### src/design/tmr16_pkg.sv
// Package with register map, control layout and constants of the timer
package tmr16_pkg;

  // Bus geometry
  localparam int unsigned ADDR_W = 12;
  localparam int unsigned DATA_W = 32;

  // Register indices; byte address is four times the index
  localparam logic [9:0] IDX_FLAGS   = 10'h00c;
  localparam logic [9:0] IDX_CNT_LO  = 10'h00e;
  localparam logic [9:0] IDX_CNT_HI  = 10'h00f;
  localparam logic [9:0] IDX_CTRL    = 10'h010;
  localparam logic [9:0] IDX_ENABLES = 10'h08c;

  // Bit position of the overflow flag and its enable
  localparam int unsigned OVF_BIT = 0;

  // Reset values
  localparam logic [7:0] CTRL_RST  = 8'h00;
  localparam logic       FLAG_RST  = 1'b0;
  localparam logic       EN_RST    = 1'b0;
  localparam logic [2:0] PRE_RST   = 3'h0;
  localparam logic [1:0] DIV_RST   = 2'h0;

  // Instruction clock is a quarter of the reference clock
  localparam int unsigned INSTR_DIV  = 4;
  localparam logic [1:0]  INSTR_LAST = 2'(INSTR_DIV - 1);

  // Compare mode code that requests the counter clear
  localparam logic [3:0] TRIG_MODE = 4'hb;

  // Value of the count before it rolls over
  localparam logic [15:0] CNT_MAX = 16'hffff;

  // Control register layout
  typedef struct packed {
    logic [1:0] unused;
    logic [1:0] prescale_select;
    logic       crystal_osc_enable;
    logic       sync_bypass;
    logic       count_source_select;
    logic       counter_on;
  } ctrl_t;

  // Signals of one APB request
  typedef struct packed {
    logic              sel;
    logic              enable;
    logic              write;
    logic [ADDR_W-1:0] addr;
    logic [DATA_W-1:0] wdata;
  } apb_req_t;

endpackage

### src/design/timer_counter16.sv
// Sixteen-bit timer/counter with prescaler, trigger clear and APB registers
//
// Design decision made here: the APB register port.
`timescale 1ns/100ps

// Overview of operation
// RULE1 - Counter mode counts rising edges of oscillator pin, else external pin.
// RULE2 - Sync mode passes the prescaled count through a sync stage.
// RULE3 - Prescaler counts selected input ticks ahead of the sync stage.
// RULE4 - Sync counter mode holds the count in sleep; prescaler keeps going.
// RULE5 - Async mode counts during sleep and its overflow can wake the CPU.
// RULE6 - Async counter mode is not a valid capture/compare time base.
// RULE7 - Byte reads of a running counter are not latched; the two bytes can disagree.
// RULE8 - Software should stop the counter before writing the count bytes.
// RULE9 - Oscillator enable bit turns the crystal oscillator on, also in sleep.
// RULE10 - Software waits its own start-up delay after enabling the oscillator.
// RULE11 - Compare match in trigger mode clears the sixteen-bit count.
// RULE12 - A trigger clear never sets the overflow flag.
// RULE13 - Trigger clear works in timer or sync counter mode only.
// RULE14 - A count write in the trigger cycle wins over the clear.
// RULE15 - Under trigger clear the compare value acts as the count period.
// RULE16 - No reset clears the count bytes; only the trigger does.
// RULE17 - Control clears on power-on or brown-out reset only.
// RULE18 - Any write to a count byte clears the prescaler.
// RULE19 - Timer mode counts the quarter-rate instruction clock; sync bit ignored.
// RULE20 - After enabling, counter mode needs a falling edge before counting.
// RULE21 - The on bit enables counting when set and stops it when clear.
// RULE22 - Prescale codes 0 to 3 divide the input by 1, 2, 4 or 8.
// RULE23 - Rollover from all ones sets the overflow flag, gated onto interrupt.
module timer_counter16
  import tmr16_pkg::*;
(
  // Clock and resets
  input  wire logic              ref_clk_i,
  input  wire logic              rst_i,
  input  wire logic              warm_rst_i,
  // APB slave
  input  wire logic              psel_i,
  input  wire logic              penable_i,
  input  wire logic              pwrite_i,
  input  wire logic [ADDR_W-1:0] paddr_i,
  input  wire logic [DATA_W-1:0] pwdata_i,
  output logic      [DATA_W-1:0] prdata_o,
  output logic                   pready_o,
  output logic                   pslverr_o,
  // Count inputs and system state
  input  wire logic              ext_count_pin_i,
  input  wire logic              osc_input_pin_i,
  input  wire logic              sleep_i,
  // Compare unit
  input  wire logic [3:0]        compare_mode_field_i,
  input  wire logic [15:0]       compare_value_pair_i,
  // Outputs to the rest of the device
  output logic                   crystal_osc_on_o,
  output logic                   overflow_irq_o,
  output logic      [15:0]       timebase_o,
  output logic                   timebase_valid_o
);

  apb_req_t          req;
  ctrl_t             ctrl_r;
  ctrl_t             ctrl_nxt;
  logic              flag_r;
  logic              flag_nxt;
  logic              en_r;
  logic              en_nxt;
  logic              irq_r;
  logic              irq_nxt;
  logic [DATA_W-1:0] rdata_r;
  logic [DATA_W-1:0] rdata_nxt;
  logic              ready_r;
  logic              ready_nxt;
  logic              err_r;
  logic              err_nxt;
  logic [15:0]       count_r;
  logic [15:0]       count_nxt;
  logic [2:0]        pre_r;
  logic [2:0]        pre_nxt;
  logic [1:0]        div_r;
  logic [1:0]        div_nxt;
  logic              prev_r;
  logic              prev_nxt;
  logic              armed_r;
  logic              armed_nxt;
  logic              sync_r;
  logic              sync_nxt;
  logic              osc_r;
  logic              valid_r;

  logic              setup;
  logic              access;
  logic [9:0]        idx;
  logic              hit;
  logic              wr_lo;
  logic              wr_hi;
  logic              wr_cnt;
  logic              wr_flags;
  logic              wr_en;
  logic              wr_ctrl;
  logic              src;
  logic              rise;
  logic              fall;
  logic              instr_tick;
  logic              in_tick;
  logic [2:0]        pre_mask;
  logic              pre_out;
  logic              async_mode;
  logic              inc;
  logic              trig;
  logic              ovf_set;

  assign req = '{sel: psel_i, enable: penable_i, write: pwrite_i,
                 addr: paddr_i, wdata: pwdata_i};

  // Bus phases and address decode
  assign setup  = req.sel & ~req.enable;
  assign access = req.sel & req.enable & ready_r;
  assign idx    = req.addr[11:2];
  assign hit    = (req.addr[1:0] == 2'h0) &&
                  (idx == IDX_FLAGS || idx == IDX_CNT_LO ||
                   idx == IDX_CNT_HI || idx == IDX_CTRL ||
                   idx == IDX_ENABLES);

  // Write strobes act only at the access edge of a mapped address
  always_comb begin
    wr_lo    = access & req.write & ~err_r & (idx == IDX_CNT_LO);
    wr_hi    = access & req.write & ~err_r & (idx == IDX_CNT_HI);
    wr_flags = access & req.write & ~err_r & (idx == IDX_FLAGS);
    wr_en    = access & req.write & ~err_r & (idx == IDX_ENABLES);
    wr_ctrl  = access & req.write & ~err_r & (idx == IDX_CTRL);
    wr_cnt   = wr_lo | wr_hi;
  end

  // Read data is captured from the registers in the setup cycle
  always_comb begin
    rdata_nxt = rdata_r;
    ready_nxt = setup;
    err_nxt   = setup & ~hit;
    if (setup) begin
      rdata_nxt = '0;
      // Refused addresses, misaligned ones too, read as zero
      unique case (hit ? idx : 10'h000)
        IDX_FLAGS:   rdata_nxt[OVF_BIT] = flag_r;
        IDX_ENABLES: rdata_nxt[OVF_BIT] = en_r;
        IDX_CNT_LO:  rdata_nxt[7:0] = count_r[7:0];   // RULE7
        IDX_CNT_HI:  rdata_nxt[7:0] = count_r[15:8];  // RULE7
        IDX_CTRL:    rdata_nxt[7:0] = {2'h0, ctrl_r[5:0]};
        default:     rdata_nxt = '0;
      endcase
    end
  end

  always_ff @(posedge ref_clk_i) begin
    if (rst_i || warm_rst_i) begin
      rdata_r <= '0;
      ready_r <= 1'b0;
      err_r   <= 1'b0;
    end else begin
      rdata_r <= rdata_nxt;
      ready_r <= ready_nxt;
      err_r   <= err_nxt;
    end
  end

  // Control, flag and enable registers
  always_comb begin
    ctrl_nxt = ctrl_r;
    if (wr_ctrl) begin
      ctrl_nxt = ctrl_t'({2'h0, req.wdata[5:0]});
    end
    en_nxt = wr_en ? req.wdata[OVF_BIT] : en_r;
    flag_nxt = wr_flags ? req.wdata[OVF_BIT] : flag_r;
    flag_nxt = flag_nxt | ovf_set;  // RULE23
    irq_nxt  = flag_r & en_r;       // RULE5
  end

  always_ff @(posedge ref_clk_i) begin
    if (rst_i) begin
      ctrl_r <= ctrl_t'(CTRL_RST);  // RULE17
    end else begin
      ctrl_r <= ctrl_nxt;           // RULE17
    end
  end

  always_ff @(posedge ref_clk_i) begin
    if (rst_i || warm_rst_i) begin
      flag_r  <= FLAG_RST;
      en_r    <= EN_RST;
      irq_r   <= 1'b0;
      osc_r   <= 1'b0;
      valid_r <= 1'b0;
    end else begin
      flag_r  <= flag_nxt;
      en_r    <= en_nxt;
      irq_r   <= irq_nxt;
      osc_r   <= ctrl_r.crystal_osc_enable;  // RULE9
      valid_r <= ~async_mode;                // RULE6
    end
  end

  // Input selection, edge detection and prescaler
  assign src = ctrl_r.crystal_osc_enable ? osc_input_pin_i
                                          : ext_count_pin_i;  // RULE1
  assign rise       = src & ~prev_r;
  assign fall       = ~src & prev_r;
  assign async_mode = ctrl_r.count_source_select & ctrl_r.sync_bypass;
  // Instruction clock stops in sleep
  assign instr_tick = (div_r == INSTR_LAST) & ~sleep_i;  // RULE19

  always_comb begin
    unique case (ctrl_r.prescale_select)  // RULE22
      2'h0: pre_mask = 3'h0;
      2'h1: pre_mask = 3'h1;
      2'h2: pre_mask = 3'h3;
      2'h3: pre_mask = 3'h7;
    endcase
  end

  always_comb begin
    div_nxt   = div_r + 2'h1;
    prev_nxt  = src;
    armed_nxt = armed_r;
    if (!ctrl_r.counter_on) begin
      armed_nxt = 1'b0;
    end else if (fall) begin
      armed_nxt = 1'b1;  // RULE20
    end
    in_tick = ctrl_r.counter_on &                    // RULE21
              (ctrl_r.count_source_select ? (rise & armed_r)
                                          : instr_tick);
    pre_out = in_tick & ((pre_r & pre_mask) == pre_mask);  // RULE3
    pre_nxt = pre_r;
    if (wr_cnt) begin
      pre_nxt = PRE_RST;  // RULE18
    end else if (in_tick) begin
      pre_nxt = pre_r + 3'h1;  // RULE4
    end
    // Sync stage is shut off in sleep
    sync_nxt = pre_out & ~sleep_i;  // RULE2 RULE4
  end

  always_ff @(posedge ref_clk_i) begin
    if (rst_i || warm_rst_i) begin
      div_r   <= DIV_RST;
      prev_r  <= 1'b0;
      armed_r <= 1'b0;
      pre_r   <= PRE_RST;
      sync_r  <= 1'b0;
    end else begin
      div_r   <= div_nxt;
      prev_r  <= prev_nxt;
      armed_r <= armed_nxt;
      pre_r   <= pre_nxt;
      sync_r  <= sync_nxt;
    end
  end

  // Count register; never reset
  always_comb begin
    if (!ctrl_r.count_source_select) begin
      inc = pre_out;           // RULE19
    end else if (ctrl_r.sync_bypass) begin
      inc = pre_out;           // RULE5
    end else begin
      inc = sync_r & ctrl_r.counter_on;  // RULE2
    end
    trig = (compare_mode_field_i == TRIG_MODE) &&      // RULE11
           (count_r == compare_value_pair_i) &&        // RULE15
           !async_mode;                                // RULE13
    ovf_set = inc & ~wr_cnt & ~trig & (count_r == CNT_MAX);  // RULE12
    count_nxt = count_r;
    if (wr_lo) begin
      count_nxt[7:0] = req.wdata[7:0];   // RULE14
    end else if (wr_hi) begin
      count_nxt[15:8] = req.wdata[7:0];  // RULE14
    end else if (trig) begin
      count_nxt = 16'h0000;              // RULE11
    end else if (inc) begin
      count_nxt = count_r + 16'h0001;
    end
  end

  always_ff @(posedge ref_clk_i) begin
    count_r <= count_nxt;  // RULE16
  end

  assign prdata_o         = rdata_r;
  assign pready_o         = ready_r;
  assign pslverr_o        = err_r;
  assign crystal_osc_on_o = osc_r;
  assign overflow_irq_o   = irq_r;
  assign timebase_o       = count_r;
  assign timebase_valid_o = valid_r;

  // Count bytes that hold a defined value; the count itself has no reset
  logic [1:0]        known_r;
  logic [1:0]        known_nxt;

  always_comb begin
    known_nxt = known_r | {wr_hi | trig, wr_lo | trig};
  end

  always_ff @(posedge ref_clk_i) begin
    if (rst_i) begin
      known_r <= 2'h0;
    end else begin
      known_r <= known_nxt;
    end
  end
endmodule

### config.mk
export PLATFORM = sky130hd
export DESIGN_NAME = timer_counter16
export DESIGN_NICKNAME = d
export VERILOG_FILES = /design/src/design/tmr16_pkg.sv /design/src/design/timer_counter16.sv
export SDC_FILE = /design/constraint.sdc
export NUM_CORES = 1
export LEC_CHECK = 0
export BUFFER_PORTS_ARGS = -buffer_cell sky130_fd_sc_hd__clkbuf_2
export CAP_MARGIN = 30
export CORE_ASPECT_RATIO = 0.75
export CORE_MARGIN = 2
export CORE_UTILIZATION = 45
export DETAILED_ROUTE_END_ITERATION = 8
export HOLD_SLACK_MARGIN = 0.08
export PLACE_DENSITY = 0.77
export SYNTH_ARGS = -nofsm -noshare
export SYNTH_HDL_FRONTEND = slang
export SYNTH_SLANG_ARGS = --single-unit
### constraint.sdc
create_clock -name ref_clk_i -period 4.75 [get_ports ref_clk_i]
set_input_delay 0.475 -clock ref_clk_i [delete_from_list [all_inputs] [get_ports ref_clk_i]]
set_output_delay 0.475 -clock ref_clk_i [all_outputs]
set_load 0.05 [all_outputs]
==> flow_summary.yaml, run 1 <==
outcome:
  status: "completed"
floorplanning:
  fp.coreArea_sq_um: 6220
  die_height_microns: 72.9
  rows: 25
  die_area_sq_um: 7000
  die_width_microns: 95.9
  initial_core_util: 0.458
  pin_count: 126
global_routing:
  grt_max_degree: 18
  grt_usage: 0.214
  grt-ovfl-total: 0
  grt_pass1_vias: 2321
  grt_pass1_wl_microns: 11200
  antenna_found_initial: 0
critical_path:
  crit_arrival_ns: 2.64
  slowest_delay_ns: 0.57
  cp-start-kind: "register"
  reg2reg_setup_slack_ns: 2.07
  cp-end-kind: "register"
  path_cells: "xor2_1, nor4_1, nand3_1, nor2_1, o31a_1"
  crit_required_ns: 4.71
  crit_slowest_cell: "edfxtp_1"
  critPathKind: "reg2reg"
  critical_path_peak_fanout: 17
yosys:
  netlist_instances: 326
  yosysTopAreaCellShare: 0.204
  async_flop_share: 0
  synth-seq-cells: 45
  netlist_top_cells_count: "o21ai_0 (37), dfxtp_1 (29), nand2_1 (29)"
  synth.distinct_cells: 47
  avgSynthCellArea_sq_um: 8.75
  yosysMostFrequentCell: "o21ai_0"
  synth_edf_count: 16
  synth_top_area_cell: "dfxtp_1"
  synth-main-ff-cell: "dfxtp_1"
  synth_seq_area_share: 0.372
  syn_area_sq_um: 2850
  yosysWarnings: 0
  yosys-top-cells-area: "dfxtp_1 (20%), edfxtp_1 (17%), mux2i_1 (7.0%), buf_4 (6.8%), o21ai_0 (6.5%)"
clock_network:
  postCtsSetupBuffers: 0
  cts_buffers: 5
  clk_pin_slew_ns: 0.10
  cts_max_path_buffers: 2
  clock_sinks: 45
  h-tree-depth: 2
  holdBufCountCts: 0
  cts-resized-gates: 0
  root_buffer: "clkbuf_8"
  clock_latency_ns: 0.31
  cts_tree: "done"
route:
  drc: 0
  num_vias: 2604
  wl_microns: 7560
  vias_per_cell: 5.46
  ant_nets: 0
  routedWlPerCell_microns: 15.8
  dr.pass1.iters: 5
  drtIter0Drc: 233
timing:
  worst_slew_pin_slew_ns: 0.737
  finalMaxSlewViolations: 0
  hold_viol_final: 0
  fin_ws_ns: 2.07
  setup_viol: 0
  finClkSkew_ns: 0.0105
  setup_tns_ns: 0
  rsz0062_at_grt: "false"
  period_needed_ns: 2.68
  slew_headroom: 0.506
  period_share: 0.563
  max_freq_mhz: 374
hold_path:
  hold_class: "reg2reg"
power:
  peakVddDrop_uv: 106
  p_total_w: 0.000793
  p_leak_nw: 1.32
  p_per_area_nw_per_um2: 241
layout:
  layout-drive-gt1-share: 0.237
  layout.nets: 471
  antenna_cells: 0
  area_growth_syn_to_layout_pct: 15.3
  design_area_sq_um: 3290
placed_design:
  place_congestion: 0.905
  port_buffers: 77
  hpwl_microns: 5630
  placed_area_sq_um: 3170
  pre_cts_ws_ns: 2.10
flow_run:
  maxCapViolations: 0
==> cells by family after synthesis <==
group / after synthesis / share of synthesized area
xor gates and xnor gates: 32 / 0.0983
DFF: 45 / 0.372
AOI/OAI and AO/OA: 65 / 0.131
buffers and inverters: 49 / 0.103
adders and majority gates: 3 / 0.0132
other: 1 / 0.00132
and+or+nand+nor: 111 / 0.211
muxes: 20 / 0.0702
==> per-layer routing <==
layer  track usage  vias to the layer above  wire (microns)
met5             0                        -               0
met4        0.0873                        0             121
met3        0.0517                       16             835
met2         0.322                      136            3210
met1         0.296                     1217            3390
li1              -                     1235               -
==> state kept, by name, summed over array words and instances, names as in the netlist, 2 cells and up <==
name	flops
prdata_o	8
pre_r	3
timebase_o	16
ctrl_r	6
div_r	2
==> stage by stage <==
step                      instances  utilization  hold slack, ns
after floorplan                 349            -           0.399
after global placement          469        0.510           0.406
after detailed placement        469        0.510           0.417
after CTS                       477        0.528           0.430
after global routing            477        0.528           0.439
final                           477        0.528           0.427
==> cells in the final DEF (no fill, tap or decap), types with 2 or more instances in the layout <==
| cell | n |
|---|---|
| nor2b_1 | 2 |
| a21oi_1 | 15 |
| nor3b_1 | 2 |
| nor2_2 | 2 |
| inv_1 | 11 |
| nor2_1 | 21 |
| nand2_1 | 29 |
| o31a_1 | 3 |
| mux2i_1 | 20 |
| ha_1 | 3 |
| clkbuf_8 | 6 |
| and3_1 | 4 |
| a32o_1 | 2 |
| nand3_1 | 10 |
| and4_1 | 3 |
| xnor2_1 | 14 |
| xor2_1 | 18 |
| o21ai_0 | 37 |
| clkbuf_2 | 77 |
| nor3_1 | 3 |
| edfxtp_1 | 16 |
| nor4_1 | 7 |
| dfxtp_1 | 29 |
| nand4b_1 | 2 |
| nand4_1 | 8 |
| and2_1 | 5 |
| nand2b_1 | 2 |
| nor3_2 | 2 |
| conb_1 | 24 |
| or3_1 | 3 |
==> path summary, 6_finish.rpt <==
path                             from                 endpoint  cells past startpoint
min reg2reg       div_r[0]$_SDFF_PP0_      div_r[0]$_SDFF_PP0_                      1
max reg2reg  timebase_o[11]$_DFFE_PP_  timebase_o[4]$_DFFE_PP_                      5
max          timebase_o[11]$_DFFE_PP_  timebase_o[4]$_DFFE_PP_                      5
min               div_r[0]$_SDFF_PP0_      div_r[0]$_SDFF_PP0_                      1
==> critical path: cells and delay by family (launching register included) <==
family / cells / cell delay [ns]
AND/OR/NAND/NOR: 3 / 1.09
XOR/XNOR: 1 / 0.22
AO/OA/AOI/OAI: 1 / 0.44
flip-flops: 1 / 0.57
==> layout make-up <==
type / instances / area, sq um
Tap cell: 81 / 101
Inverter: 11 / 41.3
Clock inverter: 1 / 6.26
Clock buffer: 7 / 108
Fill cell: 594 / 2940
Timing Repair Buffer: 77 / 385
Multi-Input combinational cell: 255 / 1580
Sequential cell: 45 / 1060
==> power by group <==
| part | switching (W) | internal (W) | total, W |
|---|---|---|---|
| clock network | 0.000146 | 0.000151 | 0.000296 |
| registers | 0.000000845 | 0.000398 | 0.000398 |
| logic | 0.0000731 | 0.0000252 | 0.0000983 |
| total | 0.000220 | 0.000573 | 0.000793 |
Note: power is estimated with default switching activity, not from simulation.
==> run 2, diff against run 1 <==
==> constraint.sdc (replaced) <==
create_clock -name ref_clk_i -period 2.7 [get_ports ref_clk_i]
set_input_delay 0.27 -clock ref_clk_i [delete_from_list [all_inputs] [get_ports ref_clk_i]]
set_output_delay 0.27 -clock ref_clk_i [all_outputs]
set_load 0.05 [all_outputs]
==> run 2 against run 1 <==
Effect of this change: sequential power rose by 76%; utilization is 1.1 points higher; register-to-register slack lost 1.6 ns; total power grew 66%; critical path depth is the same; non-clock buffer count is 12 higher; maximum frequency is 18% higher; hold slack worse by 0.20 ns; routed wire length rose by 3.8%; combinational power grew 77%; die area stayed put.
==> flow_summary.yaml, run 2 (synthesis gave the netlist of run 1 again) <==
critical_path:
  reg2reg_depth: 5
  crit_arrival_ns: 2.22
  crit_required_ns: 2.67
  r2r_end: "timebase_o[2]$_DFFE_PP_"
  reg2reg_setup_slack_ns: 0.44
  cp-start-kind: "register"
  critical_path_peak_fanout: 8
  r2r-start: "timebase_o[3]$_DFFE_PP_"
  cp-end-kind: "register"
  critPathKind: "reg2reg"
power:
  p_per_area_nw_per_um2: 392
  swShare: 0.294
  clockPowerShare: 0.334
  p_total_w: 0.00131
  power.share.sequential: 0.533
  p_leak_nw: 1.36
  p_sw_w: 0.000386
  peakVddDrop_uv: 199
  p_int_w: 0.000929
  combPwrFrac: 0.132
hold_path:
  hold_class: "in2reg"
  whs_path_depth: 3
  hold_start: "pwdata_i[2]"
  worst_hold_path.endpoint: "ctrl_r[2]$_SDFFE_PP0P_"
floorplanning:
  die_height_microns: 72.9
  die_area_sq_um: 7000
  rows: 25
  fp.coreArea_sq_um: 6220
  die_width_microns: 95.9
  pin_count: 126
  initial_core_util: 0.458
clock_network:
  cts_buffers: 5
  holdBufCountCts: 0
  cts_tree: "done"
  root_buffer: "clkbuf_8"
  clock_latency_ns: 0.31
  postCtsSetupBuffers: 0
  clk_pin_slew_ns: 0.10
  cts_max_path_buffers: 2
  h-tree-depth: 2
  cts-resized-gates: 0
  clock_sinks: 45
timing:
  setup_viol: 0
  worst_slew_pin_slew_ns: 0.508
  setup_tns_ns: 0
  finClkSkew_ns: 0.0111
  max_freq_mhz: 443
  period_share: 0.837
  fin_ws_ns: 0.441
  hold_viol_final: 0
  holdWs_ns: 0.228
  finalMaxSlewViolations: 0
  period_needed_ns: 2.26
  rsz0062_at_grt: "false"
  slew_headroom: 0.661
placed_design:
  place_congestion: 0.897
  pre_cts_ws_ns: 0.466
  hpwl_microns: 5990
  port_buffers: 77
layout:
  antenna_cells: 0
  final_common_cell: "clkbuf_2"
  fillers: 584
  final_core_utilization: 0.539
  multi_input_area_sq_um: 1580
  largest_reg_flops: 16
  seqCellArea_sq_um: 1060
  mostFrequentLayoutCells: "clkbuf_2 (77), o21ai_0 (37), nand2_1 (29), dfxtp_1 (29), conb_1 (24)"
  layout-drive-gt1-share: 0.260
  layout.nets: 483
  area_growth_syn_to_layout_pct: 17.6
global_routing:
  grt_pass1_vias: 2353
  grt_pass1_wl_microns: 11800
  grt-ovfl-total: 0
  grt_usage: 0.227
  grt_max_degree: 17
  antenna_found_initial: 0
route:
  vias_per_cell: 5.40
  wl_microns: 7850
  dr.pass1.iters: 4
  drtIter0Drc: 351
  ant_nets: 0
  drc: 0
  routedWlPerCell_microns: 16.1
  num_vias: 2639
flow_run:
  maxCapViolations: 0
outcome:
  status: "completed"
==> run 2: changes by cell type in the layout (fill, tap and decap cells not counted), sizes merged <==
cell | before | now
clkinv | 0 | 3
buf | 0 | 12
clkbuf | 84 | 82
inv | 12 | 11
==> run 2: worst max path at each step <==
stage	start	endpoint	cells after the start
5_1_grt	timebase_o[2]$_DFFE_PP_	timebase_o[9]$_DFFE_PP_	5
3_5_place_dp	timebase_o[2]$_DFFE_PP_	timebase_o[12]$_DFFE_PP_	5
2_1_floorplan	timebase_o[6]$_DFFE_PP_	timebase_o[0]$_DFFE_PP_	6
4_1_cts	timebase_o[3]$_DFFE_PP_	timebase_o[10]$_DFFE_PP_	5
3_3_place_gp	timebase_o[3]$_DFFE_PP_	timebase_o[12]$_DFFE_PP_	5
6_report	timebase_o[3]$_DFFE_PP_	timebase_o[2]$_DFFE_PP_	5
==> run 2: layout make-up <==
type                    count  share of cell area
clock buffers               5              0.0205
clock inverters             3             0.00671
inverters                  11              0.0123
multi-input cells         255               0.472
flip-flops and latches     45               0.316
well taps                  81              0.0302
repair buffers             89               0.142
==> run 2: routing by layer <==
metal  up-vias  GRT usage  part of all wire  wire length [microns]
li1       1273          -                 -                      -
met1      1227      0.330              0.45                   3560
met2       125      0.326              0.43                   3340
met3        14     0.0630              0.11                    827
met4         0     0.0698             0.016                    126
met5         -          0                 0                      0
==> run 2: stage by stage <==
stage / cells / instance area [sq um]
after detailed placement: 481 / 3260
after CTS: 489 / 3350
after global routing: 489 / 3350
final: 489 / 3350
after global placement: 481 / 3260
after floorplan: 349 / 2940
==> run 2: critical path: stages (launching register included) <==
cell and delay, ns:
edfxtp_1 0.53, xor2_1 0.21, nor4_1 0.36, nand2_1 0.12
nor2_1 0.25, o31a_1 0.45
==> run 2: power by group through the flow <==
stage	registers (W)	clock network (W)	logic, W
global placement	0.000716	0	0.000170
detailed placement	0.000717	0	0.000172
global route	0.000701	0.000466	0.000186
floorplan	0.000722	0	0.000136
CTS	0.000701	0.000438	0.000173
finish	0.000701	0.000440	0.000174
==> run 3, diff against run 2 <==
--- a/config.mk
+++ b/config.mk
@@ -9,7 +9,7 @@
 export CAP_MARGIN = 30
 export CORE_ASPECT_RATIO = 0.75
 export CORE_MARGIN = 2
-export CORE_UTILIZATION = 45
+export CORE_UTILIZATION = 43
 export DETAILED_ROUTE_END_ITERATION = 8
 export HOLD_SLACK_MARGIN = 0.08
 export PLACE_DENSITY = 0.77
==> constraint.sdc (replaced) <==
create_clock -name ref_clk_i -period 1.85 [get_ports ref_clk_i]
set_input_delay 0.185 -clock ref_clk_i [delete_from_list [all_inputs] [get_ports ref_clk_i]]
set_output_delay 0.185 -clock ref_clk_i [all_outputs]
set_load 0.05 [all_outputs]
==> run 3 against run 2 <==
Effect of this change: the flow now finishes with violations (setup timing); cell area rose by 9.5%; register-to-register slack got worse by 0.50 ns; setup slack got worse by 0.50 ns; critical endpoint is now timebase_o[1]$_DFFE_PP_; largest power group unchanged; highest routed layer unchanged.
==> flow_summary.yaml, run 3 (synthesis gave the netlist of run 1 again) <==
timing:
  max_freq_mhz: 524
  setup_viol: 18
  hold_viol_final: 0
  finalMaxSlewViolations: 0
  fin_ws_ns: -0.0578
  period_share: 1.03
  finClkSkew_ns: 0.00513
  period_needed_ns: 1.91
  rsz0062_at_grt: "true"
placed_design:
  port_buffers: 77
  placed_area_sq_um: 3510
  dp.cells: 508
  hpwl_microns: 6650
  place_congestion: 0.974
critical_path:
  cp-end-kind: "register"
  crit_arrival_ns: 1.94
  crit_required_ns: 1.88
  r2r_end: "timebase_o[1]$_DFFE_PP_"
  cp-start-kind: "register"
  critPathKind: "reg2reg"
  r2r-start: "timebase_o[7]$_DFFE_PP_"
  reg2reg_depth: 6
  critical_path_peak_fanout: 8
  reg2reg_setup_slack_ns: -0.06
power:
  p_leak_nw: 1.52
  peakVddDrop_uv: 241
  p_per_area_nw_per_um2: 520
clock_network:
  cts_buffers: 5
  clock_sinks: 45
  h-tree-depth: 2
  cts_max_path_buffers: 2
  clk_pin_slew_ns: 0.08
  holdBufCountCts: 0
  cts_tree: "done"
  clock_latency_ns: 0.31
  root_buffer: "clkbuf_8"
  postCtsSetupBuffers: 0
outcome:
  violations: "setup timing"
  status: "complete, but fails checks"
hold_path:
  hold_class: "in2reg"
  whs_path_depth: 2
  hold_start: "rst_i"
  worst_hold_path.endpoint: "ctrl_r[4]$_SDFFE_PP0P_"
floorplanning:
  die_area_sq_um: 7310
  die_width_microns: 98.0
  die_height_microns: 74.5
  rows: 25
  pin_count: 126
  initial_core_util: 0.449
  fp.coreArea_sq_um: 6350
global_routing:
  antenna_found_initial: 0
  grt_usage: 0.228
  grt-ovfl-total: 0
  grt_pass1_vias: 2614
  grt_pass1_wl_microns: 13000
  grt_max_degree: 17
route:
  ant_nets: 0
  vias_per_cell: 5.35
  dr.pass1.iters: 4
  routedWlPerCell_microns: 16.4
  drtIter0Drc: 180
  drc: 0
  wl_microns: 8500
  num_vias: 2768
layout:
  layout-drive-gt1-share: 0.337
  layout.nets: 511
  area_growth_syn_to_layout_pct: 28.9
  largest_reg_flops: 16
  antenna_cells: 0
  design_area_sq_um: 3670
  final_cell_count_no_fill: 517
  mostFrequentLayoutCells: "clkbuf_2 (77), buf_4 (34), o21ai_0 (29)"
  final_common_cell: "clkbuf_2"
flow_run:
  maxCapViolations: 0
run 3: cell types whose count changed in the layout (fill, tap and decap cells not counted), sizes merged:
| cell | previous run | this run |
|---|---|---|
| inv | 11 | 12 |
| buf | 12 | 40 |
| clkinv | 3 | 2 |
run 3: layout make-up:
cell class                      instances  area, sq um
Timing Repair Buffer                  117          734
Tap cell                               81          101
Sequential cell                        45         1060
Inverter                               11         41.3
Fill cell                             564         2680
Clock buffer                            5         68.8
Multi-Input combinational cell        255         1650
Clock inverter                          3         16.3
run 3: routing by layer:
layer	vias to the layer above	GRT usage	part of all wire	routed length, microns
met2	143	0.361	0.45	3840
met3	15	0.0639	0.096	816
met1	1294	0.312	0.44	3720
li1	1316	-	-	-
met4	0	0.0602	0.014	118
met5	-	0	0	0
run 3: how the worst max path moves through the flow:
| stage | start | end | depth (start not counted) |
|---|---|---|---|
| final | timebase_o[7]$_DFFE_PP_ | timebase_o[1]$_DFFE_PP_ | 6 |
| after global routing | timebase_o[7]$_DFFE_PP_ | timebase_o[8]$_DFFE_PP_ | 6 |
| after CTS | timebase_o[5]$_DFFE_PP_ | timebase_o[5]$_DFFE_PP_ | 6 |
| after detailed placement | timebase_o[5]$_DFFE_PP_ | timebase_o[1]$_DFFE_PP_ | 6 |
| after global placement | timebase_o[11]$_DFFE_PP_ | timebase_o[14]$_DFFE_PP_ | 6 |
| after floorplan | timebase_o[2]$_DFFE_PP_ | timebase_o[0]$_DFFE_PP_ | 6 |
run 3: timing repair:
item,CTS,global route
resized for setup,7,17
cloned,0,1
setup endpoints to repair,32,33
pin swaps,4,1
run 3: per-stage QoR:
stage	hold slack [ns]	setup WS, ns	power [W]	utilization	TNS (ns)
6_report	0.149	-0.0578	0.00191	0.579	-0.817
5_1_grt	0.142	-0.151	0.00198	0.579	-3.01
4_1_cts	0.138	-0.0274	0.00191	0.572	-0.431
3_5_place_dp	0.442	-0.107	0.00130	0.553	-2.70
3_3_place_gp	0.407	-0.0866	0.00130	0.553	-1.50
2_1_floorplan	0.325	-0.317	0.00125	-	-7.13
run 3: worst max-delay path: stages (launching register included):
cell and delay, ns:
edfxtp_1 0.45, xor2_2 0.19, nor4_4 0.35, nand2_2 0.15, nor2_2 0.17, o31a_1 0.19, buf_12 0.14
run 3: where the power goes:
group,leakage [nW],internal (W),total (W),switching (W)
clock network,0.0482,0.000262,0.000620,0.000358
registers,0.330,0.00102,0.00102,0.00000217
logic,1.14,0.0000732,0.000267,0.000193
